<file path="src/shared/mpd_pkg.sv">
// Package for the meter PWM driver: register indices, field positions,
// reset values and state codes.
// Assumes a plain synchronous register port with 8-bit data.
//
// Behaviour
// - One 8-bit counter is the shared timebase.
// - Counter cleared by reset or run bit zero.
// - Starts at 00H, then cycles 01H to FFH.
// - No pulses before first counter overflow.
// - Compare registers are master/slave; slave compared.
// - Sine compare equal raises sine match.
// - Cosine compare equal raises cosine match.
// - Bit 4 of compare control gates rewrites.
// - Reset clears compare registers and hardware state.
// - Bits 2,3 enable alternate one-count addition.
// - Addition yields 8+1 bit precision.
// - Duty equals compare value over 255.
// - Eight channels, sine and cosine per meter.
// - H bridge pairs; half-bridge spares are ports.
// - Counter control is 8-bit, reset 00H.
// - Bit 5 clock select, bit 4 run.
package mpd_pkg;

    // Register indices; each register takes one word, byte address is four times this.
    localparam logic [4:0] MPD_IDX_CMP_BASE = 5'h00;  // 0..7: meter n sine at 2n, cosine at 2n+1.
    localparam logic [4:0] MPD_IDX_CMPC_BASE = 5'h08; // 8..11: compare control per meter.
    localparam logic [4:0] MPD_IDX_CNTC = 5'h0C;
    localparam logic [4:0] MPD_IDX_CNT = 5'h0D;       // Read-only counter view.
    localparam logic [4:0] MPD_IDX_PORT = 5'h0E;      // Port data for spare pins.
    localparam logic [4:0] MPD_IDX_PMODE = 5'h0F;     // Port mode control per pin.

    // Field positions.
    localparam int MPD_CNTC_CLKSEL_BIT = 5;
    localparam int MPD_CNTC_RUN_BIT = 4;
    localparam int MPD_CMPC_WEN_BIT = 4;
    localparam int MPD_CMPC_ADD_COS_BIT = 3;
    localparam int MPD_CMPC_ADD_SIN_BIT = 2;

    // Reset values and masks.
    localparam logic [7:0] MPD_CNTC_RST = 8'h00;
    localparam logic [7:0] MPD_CNTC_MASK = 8'h30;
    localparam logic [7:0] MPD_CMPC_MASK = 8'h1C;
    localparam logic [7:0] MPD_CMP_RST = 8'h00;
    localparam logic [7:0] MPD_CNT_START = 8'h00;
    localparam logic [7:0] MPD_CNT_WRAP = 8'h01;
    localparam logic [7:0] MPD_CNT_TOP = 8'hFF;

    // Count clock divider: select 0 counts every clock, select 1 every second clock.
    localparam logic [0:0] MPD_DIV_SLOW = 1'h1;

    // Counter state.
    typedef enum logic [1:0] {
        MPD_ST_IDLE = 2'b00,
        MPD_ST_FIRST = 2'b01,
        MPD_ST_RUN = 2'b10
    } mpd_state_t;

endpackage

</file>
<file path="src/verilog/mpd_meter_pwm.sv">
// Meter PWM driver: shared counter, eight double-buffered compare channels,
// half-step addition and port fallback for the drive pins.
// Assumes a synchronous register port; reads answer one cycle later.
//
// The address map and strobed register access were left to the implementer.
`timescale 1ns/1ns
module mpd_meter_pwm
    import mpd_pkg::*;
(
    input wire logic i_clk_sys,
    input wire logic i_nrst,
    input wire logic [4:0] i_addr,
    input wire logic [7:0] i_wdata,
    input wire logic i_wr,
    input wire logic i_rd,
    output logic [7:0] o_rdata,
    output logic [7:0] o_meter_drive_output,
    output logic [7:0] o_match
);

    ////////////////////////////////////////////////////////////////////////////
    // Software registers.

    logic [7:0] cntc_reg;
    logic [7:0] cmpc_reg [4];
    logic [7:0] master_reg [8];
    logic [7:0] slave_reg [8];
    logic [7:0] port_reg;
    logic [7:0] pmode_reg;
    logic [7:0] cnt_reg;
    logic div_reg;
    logic [7:0] half_reg;
    logic [7:0] pwm_reg;
    mpd_state_t state_reg;
    logic tick;
    logic ovf;
    logic run;

    assign run = cntc_reg[MPD_CNTC_RUN_BIT];

    // Control register writes; only the documented bits are kept.
    always_ff @(posedge i_clk_sys) begin
        if (!i_nrst) begin
            cntc_reg <= MPD_CNTC_RST;
            port_reg <= 8'h00;
            pmode_reg <= 8'h00;
        end else if (i_wr) begin
            if (i_addr == MPD_IDX_CNTC) begin
                cntc_reg <= i_wdata & MPD_CNTC_MASK;
            end
            if (i_addr == MPD_IDX_PORT) begin
                port_reg <= i_wdata;
            end
            if (i_addr == MPD_IDX_PMODE) begin
                pmode_reg <= i_wdata;
            end
        end
    end

    ////////////////////////////////////////////////////////////////////////////
    // Count clock and counter.

    // The slow select halves the count rate with a one-bit prescaler.
    always_ff @(posedge i_clk_sys) begin
        if (!i_nrst || !run) begin
            div_reg <= 1'b0;
        end else begin
            div_reg <= ~div_reg;
        end
    end

    assign tick = run && (!cntc_reg[MPD_CNTC_CLKSEL_BIT] || (div_reg == MPD_DIV_SLOW));
    assign ovf = tick && (cnt_reg == MPD_CNT_TOP);

    // Counter starts at 00H only once; after the first wrap it skips 00H, so a
    // period is 255 counts and a compare of 255 keeps the output fully on.
    always_ff @(posedge i_clk_sys) begin
        if (!i_nrst || !run) begin
            cnt_reg <= MPD_CNT_START;
        end else if (ovf) begin
            cnt_reg <= MPD_CNT_WRAP;
        end else if (tick) begin
            cnt_reg <= cnt_reg + 8'h01;
        end
    end

    // Tracks whether the first overflow has been seen since the start.
    always_ff @(posedge i_clk_sys) begin
        if (!i_nrst || !run) begin
            state_reg <= MPD_ST_IDLE;
        end else begin
            case (state_reg)
                MPD_ST_IDLE: begin
                    state_reg <= MPD_ST_FIRST;
                end
                MPD_ST_FIRST: begin
                    if (ovf) begin
                        state_reg <= MPD_ST_RUN;
                    end
                end
                MPD_ST_RUN: begin
                    state_reg <= MPD_ST_RUN;
                end
                default: begin
                    state_reg <= MPD_ST_IDLE;
                end
            endcase
        end
    end

    ////////////////////////////////////////////////////////////////////////////
    // Per-channel compare, half-step and drive logic.

    genvar ch;
    generate
        for (ch = 0; ch < 8; ch++) begin : g_ch
            localparam int MTR = ch / 2;
            localparam int ADD_BIT = (ch % 2 == 0) ? MPD_CMPC_ADD_SIN_BIT : MPD_CMPC_ADD_COS_BIT;
            logic wen;
            logic add_en;
            logic hit;
            assign wen = cmpc_reg[MTR][MPD_CMPC_WEN_BIT];
            assign add_en = cmpc_reg[MTR][ADD_BIT];

            // Master takes software writes while its meter's write enable is set.
            always_ff @(posedge i_clk_sys) begin
                if (!i_nrst) begin
                    master_reg[ch] <= MPD_CMP_RST;
                end else if (i_wr && i_addr == MPD_IDX_CMP_BASE + 5'(ch) && wen) begin
                    master_reg[ch] <= i_wdata;
                end
            end

            // Slave loads from master on overflow only, so a half-written pair
            // never reaches the pins mid-period.
            always_ff @(posedge i_clk_sys) begin
                if (!i_nrst) begin
                    slave_reg[ch] <= MPD_CMP_RST;
                end else if (ovf && wen) begin
                    slave_reg[ch] <= master_reg[ch];
                end
            end

            // Half-step phase toggles per overflow; on odd periods the match
            // moves one count later, averaging to the half step.
            always_ff @(posedge i_clk_sys) begin
                if (!i_nrst || !run || !add_en) begin
                    half_reg[ch] <= 1'b0;
                end else if (ovf) begin
                    half_reg[ch] <= ~half_reg[ch];
                end
            end

            // Sine channels are even, cosine channels odd.
            assign hit = (cnt_reg == slave_reg[ch] + 8'(half_reg[ch]));

            always_ff @(posedge i_clk_sys) begin
                if (!i_nrst) begin
                    o_match[ch] <= 1'b0;
                end else begin
                    o_match[ch] <= run && hit;
                end
            end

            // Output rises at overflow unless the old slave is zero and no nonzero master is loaded; it falls at match.
            always_ff @(posedge i_clk_sys) begin
                if (!i_nrst || state_reg != MPD_ST_RUN && !ovf) begin
                    pwm_reg[ch] <= 1'b0;
                end else if (ovf) begin
                    pwm_reg[ch] <= (slave_reg[ch] != 8'h00) || (wen && master_reg[ch] != 8'h00)
                        ? 1'b1 : 1'b0;
                end else if (tick && hit) begin
                    pwm_reg[ch] <= 1'b0;
                end
            end

            // Pins with their port mode bit set act as plain output port pins.
            always_ff @(posedge i_clk_sys) begin
                if (!i_nrst) begin
                    o_meter_drive_output[ch] <= 1'b0;
                end else begin
                    o_meter_drive_output[ch] <= pmode_reg[ch] ? port_reg[ch] : pwm_reg[ch];
                end
            end
        end
    endgenerate

    // Compare control registers per meter.
    genvar mt;
    generate
        for (mt = 0; mt < 4; mt++) begin : g_mt
            always_ff @(posedge i_clk_sys) begin
                if (!i_nrst) begin
                    cmpc_reg[mt] <= 8'h00;
                end else if (i_wr && i_addr == MPD_IDX_CMPC_BASE + 5'(mt)) begin
                    cmpc_reg[mt] <= i_wdata & MPD_CMPC_MASK;
                end
            end
        end
    endgenerate

    ////////////////////////////////////////////////////////////////////////////
    // Read port; unmapped addresses read zero.

    always_ff @(posedge i_clk_sys) begin
        if (!i_nrst) begin
            o_rdata <= 8'h00;
        end else if (i_rd) begin
            if (i_addr < MPD_IDX_CMPC_BASE) begin
                o_rdata <= master_reg[i_addr[2:0]];
            end else if (i_addr < MPD_IDX_CNTC) begin
                o_rdata <= cmpc_reg[i_addr[1:0]];
            end else if (i_addr == MPD_IDX_CNTC) begin
                o_rdata <= cntc_reg;
            end else if (i_addr == MPD_IDX_CNT) begin
                o_rdata <= cnt_reg;
            end else if (i_addr == MPD_IDX_PORT) begin
                o_rdata <= port_reg;
            end else if (i_addr == MPD_IDX_PMODE) begin
                o_rdata <= pmode_reg;
            end else begin
                o_rdata <= 8'h00;
            end
        end else begin
            o_rdata <= 8'h00;
        end
    end

endmodule // mpd_meter_pwm

</file>
<file path="config.mk">
export PLATFORM = sky130hd
export DESIGN_NAME = mpd_meter_pwm
export DESIGN_NICKNAME = d
export VERILOG_FILES = /design/src/shared/mpd_pkg.sv /design/src/verilog/mpd_meter_pwm.sv
export SDC_FILE = /design/constraint.sdc
export NUM_CORES = 1
export LEC_CHECK = 0
export ABC_AREA = 1
export BUFFER_PORTS_ARGS = -buffer_cell sky130_fd_sc_hd__buf_2
export CAP_MARGIN = 30
export CORE_MARGIN = 3
export CORE_UTILIZATION = 50
export CTS_CLUSTER_SIZE = 16
export DETAILED_ROUTE_END_ITERATION = 8
export PLACE_DENSITY = 0.77
export SLEW_MARGIN = 20
export SYNTH_ARGS = -nofsm -noshare
export SYNTH_HDL_FRONTEND = slang
export SYNTH_SLANG_ARGS = --single-unit
</file>
<file path="constraint.sdc">
create_clock -name i_clk_sys -period 3.4 [get_ports i_clk_sys]
set_input_delay 0.85 -clock i_clk_sys [delete_from_list [all_inputs] [get_ports i_clk_sys]]
set_output_delay 0.85 -clock i_clk_sys [all_outputs]
set_load 0.02 [all_outputs]
</file>
# After elaboration in Yosys (flattened, before gate mapping)
# Memory sizes are Yosys's and may differ from the RTL's.
# Cells that the tools add are included.
[op_classes]
bitwise = 29
addsub = 9
n_reduce_logical = 114
n_mux = 111
eq_ne = 28
n_lt_le_gt_ge = 2
[ops]
columns = ["cell", "n"]
rows = [
  ["$mux 8", 22],
  ["$reduce_bool 8->1", 16],
  ["$mux 1", 83],
  ["$add 8x1->8", 8],
  ["$eq 8x8->1", 8],
  ["$logic_and 1x1->1", 51],
  ["$eq 5x4->1 const B", 8],
  ["$eq 5x3->1 const B", 4],
  ["$or 1x1->1", 20],
  ["$logic_or 1x1->1", 19],
  ["$reduce_bool 2->1", 9],
  ["$logic_not 1->1", 12],
  ["$mux 3", 4],
  ["$eq 5x2->1 const B", 2],
  ["$lt 5x4->1 const B", 2],
  ["$not 1->1", 9],
  ["$add 8x1->8 const B", 1],
  ["$eq 8x8->1 const B", 1],
  ["$reduce_and 2->1", 4],
  ["$pmux 2 s3", 1],
  ["$eq 5x1->1 const B", 1],
  ["$logic_not 5->1", 1],
  ["$ne 2x2->1 const B", 2],
  ["$eq 2x1->1 const B", 1],
  ["other kinds (4)", 4],
]
[word_totals]
register_bits = 69
output_inout_bits = 24
ram_bits = 140
mem_count = 3
in_bits = 17
word_cells = 336
[memory_table]
columns = ["memory", "words", "width", "read_ports", "rd_clocked_by_memory_dff", "wr", "line_no", "rtl"]
rows = [
  ["master_reg", 8, 8, 9, 0, 8, "mpd_meter_pwm.sv:26", "logic [7:0] master_reg [8];"],
  ["slave_reg", 8, 8, 8, 0, 8, "mpd_meter_pwm.sv:27", "logic [7:0] slave_reg [8];"],
  ["cmpc_reg", 4, 3, 5, 0, 4, "mpd_meter_pwm.sv:25", "logic [7:0] cmpc_reg [4];"],
]

# Logic depth before layout (Yosys ltp)
[depth]
word_depth = 9
ltp_mapped = 13
mapped_depth_nobuf = 13

# Worst setup path before layout
# No wires, ideal clock.
[synth_timing]
path_type = "register to register"
start = "register cnt_reg[0]"
end = "memory slave_reg[4][0] (netlist: slave_reg[1][0]) (enable)"
arrival_ns = 2.325
synth_period_minus_slack_ns = 2.736
path_buffers = 1
slack_ns = 0.664
t_required_ns = 2.989
setup_ns = 0.411
stages_incl_launch_ff = 7
path_cell_list = "dfxtp_1 ha_1 inv_1 nor3_1 nand3_2 buf_6 o21ai_0"
[synth_rtl]
columns = ["item", "line_no", "rtl"]
rows = [
  ["start: declaration", "mpd_meter_pwm.sv:30", "logic [7:0] cnt_reg;"],
  ["start signal: assignment", "mpd_meter_pwm.sv:83", "cnt_reg <= cnt_reg + 8'h01;"],
  ["end: declaration", "mpd_meter_pwm.sv:27", ""],
]

==> reports/qor.txt <==
max cap viols: 0
CTS Sinks: 209
Worst Tran Pin Value: 0.948 ns
internal power: 4.18 mW
crit-path max cell delay: 0.31 ns
CTS tree: built
simple-gate share of the synthesized area: 0.284
sequential share of power: 0.519
complex-gate fraction of the synthesized area: 0.0846
antenna violations before repair: 0
Avg WL per Cell: 19.4 µm
main flop type after synthesis: edfxtp_1
Hold EP: div_reg
critical path required time: 3.60 ns
Max clock buf depth: 3
first-pass GRT wire length: 51.1 mm
final-stage net count: 1460
Mapped Nets: 1414
full die area: 24500 µm²
global placer's final weighted congestion: 1.03
clk_lat worst skew: 0.51 ns
ant diodes: 0
ANT nets after route: 0
CP Cell Sequence: buf_4 > ha_1 > inv_1 > nor3_4 > nand4_4 > nor2_8 > buf_4 > nand2_1 > nand2_1 > buf_4
layout cells sized above 1: 0.115
mux cell area share after synthesis: 0
r2r setup slk: 0.93 ns
largest family of logic cells by synthesized area: simple AND/OR/NAND/NOR gates
met3 Usage GRT: 0.0570
Final Hold Viols: 0
core footprint: 22000 µm²
number of DRC markers in iteration 0: 1086
vias in the first global route: 8989
vias: 9669
worst clock skew: 0.0137 ns
worst reg2reg path endpoint: slave_reg[0][12]
status: completed
die width: 157 µm
met2 usage: 0.425
number of distinct library cells after synthesis: 45
Root Buffer: clkbuf_16
most frequent CP cell: buf_4
Power Density: 442 nW/µm²
Async S/R FF share, synth: 0
Crit path buffers/inverters: 4
drt drc: 0
sequential area share after synthesis: 0.493
hold depth: 1
Reg area: 5590 µm²
ranking of synthesized cells by area: edfxtp_1 37%, dfxtp_1 12%, nand2_1 9.8%
critical path class: reg -> reg
Max FO, Critical Path: 16
Sw Ratio: 0.242
PostCTS Resize Cnt: 0
busiest grt layer: met2
XOR/XNOR Fraction of Synth Area: 0.0332
mapped cell area: 11300 µm²
Total GRT Usage: 0.271
combinational share of power: 0.064
CTS Buf Count: 23
unrepaired setup endpoints after global routing: no
largest net degree at the start of global routing: 35
Post-CTS Repair Setup Buffers: 0
post-synth top area share: 0.371
Switching Power: 1.34 mW
worst relative slew slack: 0.363
#FFs+latches synth: 209
M1 GR Usage: 0.380
DP HPWL: 25.2 mm
Rows: 54
fillers: 1990
worst reg-to-reg path cell count: 10
drt pass-1 iters: 6
Tmin final: 2.47 ns
initial core utilization: 0.514
adder and majority cell fraction of the synthesized area: 0.0221
Slew Viols, Final: 0
family with the most delay on the worst path: buffers and inverters
Clock Power Share: 0.417
worst flop-to-flop path startpoint: cnt_reg[1]
clock slew at reported path FFs: 0.07 ns
fin crit share: 0.725
syn avg cell area: 8.23 µm²
final setup TNS: 0 ns
GRT Residual Overflow: 0
htree depth: 1
Min-Delay Path Class: reg -> reg
num ports: 41
CP endpoint kind: flop
Crit. path cell count: 10
via/cell ratio: 5.62
area grow syn2layout: 10.2%
crit start category: flop
area of the multi-input gates: 4800 µm²
port buffer count: 40
Die Y: 157 µm
start point of the worst hold path: div_reg
slowest cell on the critical path: dfxtp_1
Post-Route WL: 33.4 mm
hold_buf cts: 0
Worst Path Arrival: 2.67 ns
Post-Synthesis Cells: 1377
Peak Freq: 0.406 GHz
Leak: 5.14 nW
maximum vdd ir drop: 0.333 mV
Power, Total: 5.51 mW
Synth area leader: edfxtp_1
final setup vio count: 0
number of enable flip-flop cells after synthesis: 140
Yosys warning count: 0
-- power by group through the flow --
stage / registers [mW] / logic, mW / clock network, mW
after CTS: 2.86 / 0.346 / 2.31
after global placement: 2.91 / 0.338 / 0
after floorplan: 2.88 / 0.241 / 0
after detailed placement: 2.91 / 0.344 / 0
final: 2.86 / 0.351 / 2.30
after global routing: 2.87 / 0.388 / 2.42
-- cell usage after synthesis, types with 2 or more instances --
library cell  number
nand2_1          296
nand4_1           32
buf_6              7
dfxtp_1           69
clkinv_1           7
xnor2_1           21
o22ai_1           23
buf_2             13
nor2_2            41
and3_1             7
a22oi_1            4
o221ai_1           2
nor3_1             3
buf_4              5
o21ai_1            3
xor2_1            22
o2111ai_1          6
nor3_4             2
nand3_4            4
clkbuf_1          13
nor2_4             3
a21oi_1           65
nand3_2            4
edfxtp_1         140
nand3_1          106
ha_1              20
nand2_2            2
nor4_1            15
o31ai_1            5
o21ai_0           56
inv_2             12
a22o_1             3
nor2_1           187
inv_1            168
-- through the flow --
step	hold WS, ns	instances	setup WS, ns	instance area (µm²)	util
floorplan	0.414	1377	0.664	11300	-
global placement	0.427	1678	0.861	11800	0.535
detailed placement	0.430	1678	0.802	11800	0.535
CTS	0.439	1720	0.945	12500	0.567
global route	0.455	1720	0.811	12500	0.567
finish	0.438	1720	0.934	12500	0.567
-- metal layers --
layer | routed length, µm | vias to the layer above
met5 | 0 | -
met4 | 1060 | 0
met3 | 3050 | 79
li1 | - | 4666
met1 | 14200 | 4461
met2 | 15100 | 463
-- worst max path at each step --
stage,from,end
2_1_floorplan,cnt_reg[0],slave_reg[1][0]
6_report,cnt_reg[1],slave_reg[0][12]
4_1_cts,cnt_reg[1],slave_reg[0][22]
5_1_grt,cnt_reg[1],slave_reg[0][5]
3_3_place_gp,i_addr[1],cntc_reg[4]
3_5_place_dp,i_addr[2],cmpc_reg[3][1]
-- cells by family (layout without fill, tap and decap cells) --
logic type	count (synthesis)	after routing
xor+xnor	43	43
buf+inv	227	290
flops	209	209
simple gates	707	707
compound gates	171	171
fa+ha+maj	20	20
-- area by class of cell --
cell class              count  share of cell area
flip-flops and latches    209               0.448
multi-input cells         941               0.385
inverters                 188              0.0567
clock buffers              32              0.0504
repair buffers             60              0.0281
well taps                 280              0.0281
clock inverters            10             0.00461
-- layout by cell type, fill, tap and decap left out, types with 4 or more instances in the layout --
cell type / count
nor2_1: 187
nand3_2: 4
inv_1: 168
o22ai_1: 23
nand4_1: 32
nor4_1: 15
xnor2_1: 21
and3_1: 7
inv_2: 12
o21ai_0: 54
clkbuf_16: 23
xor2_1: 22
o2111ai_1: 6
clkbuf_1: 7
buf_4: 20
o21ai_1: 5
nor2_2: 41
ha_1: 20
a21oi_1: 65
dfxtp_1: 69
a22oi_1: 4
buf_2: 40
o31ai_1: 5
clkinv_1: 11
edfxtp_1: 140
nand3_4: 4
nand3_1: 106
nand2_1: 296
No activity file was read; power rests on OpenSTA's default activity.
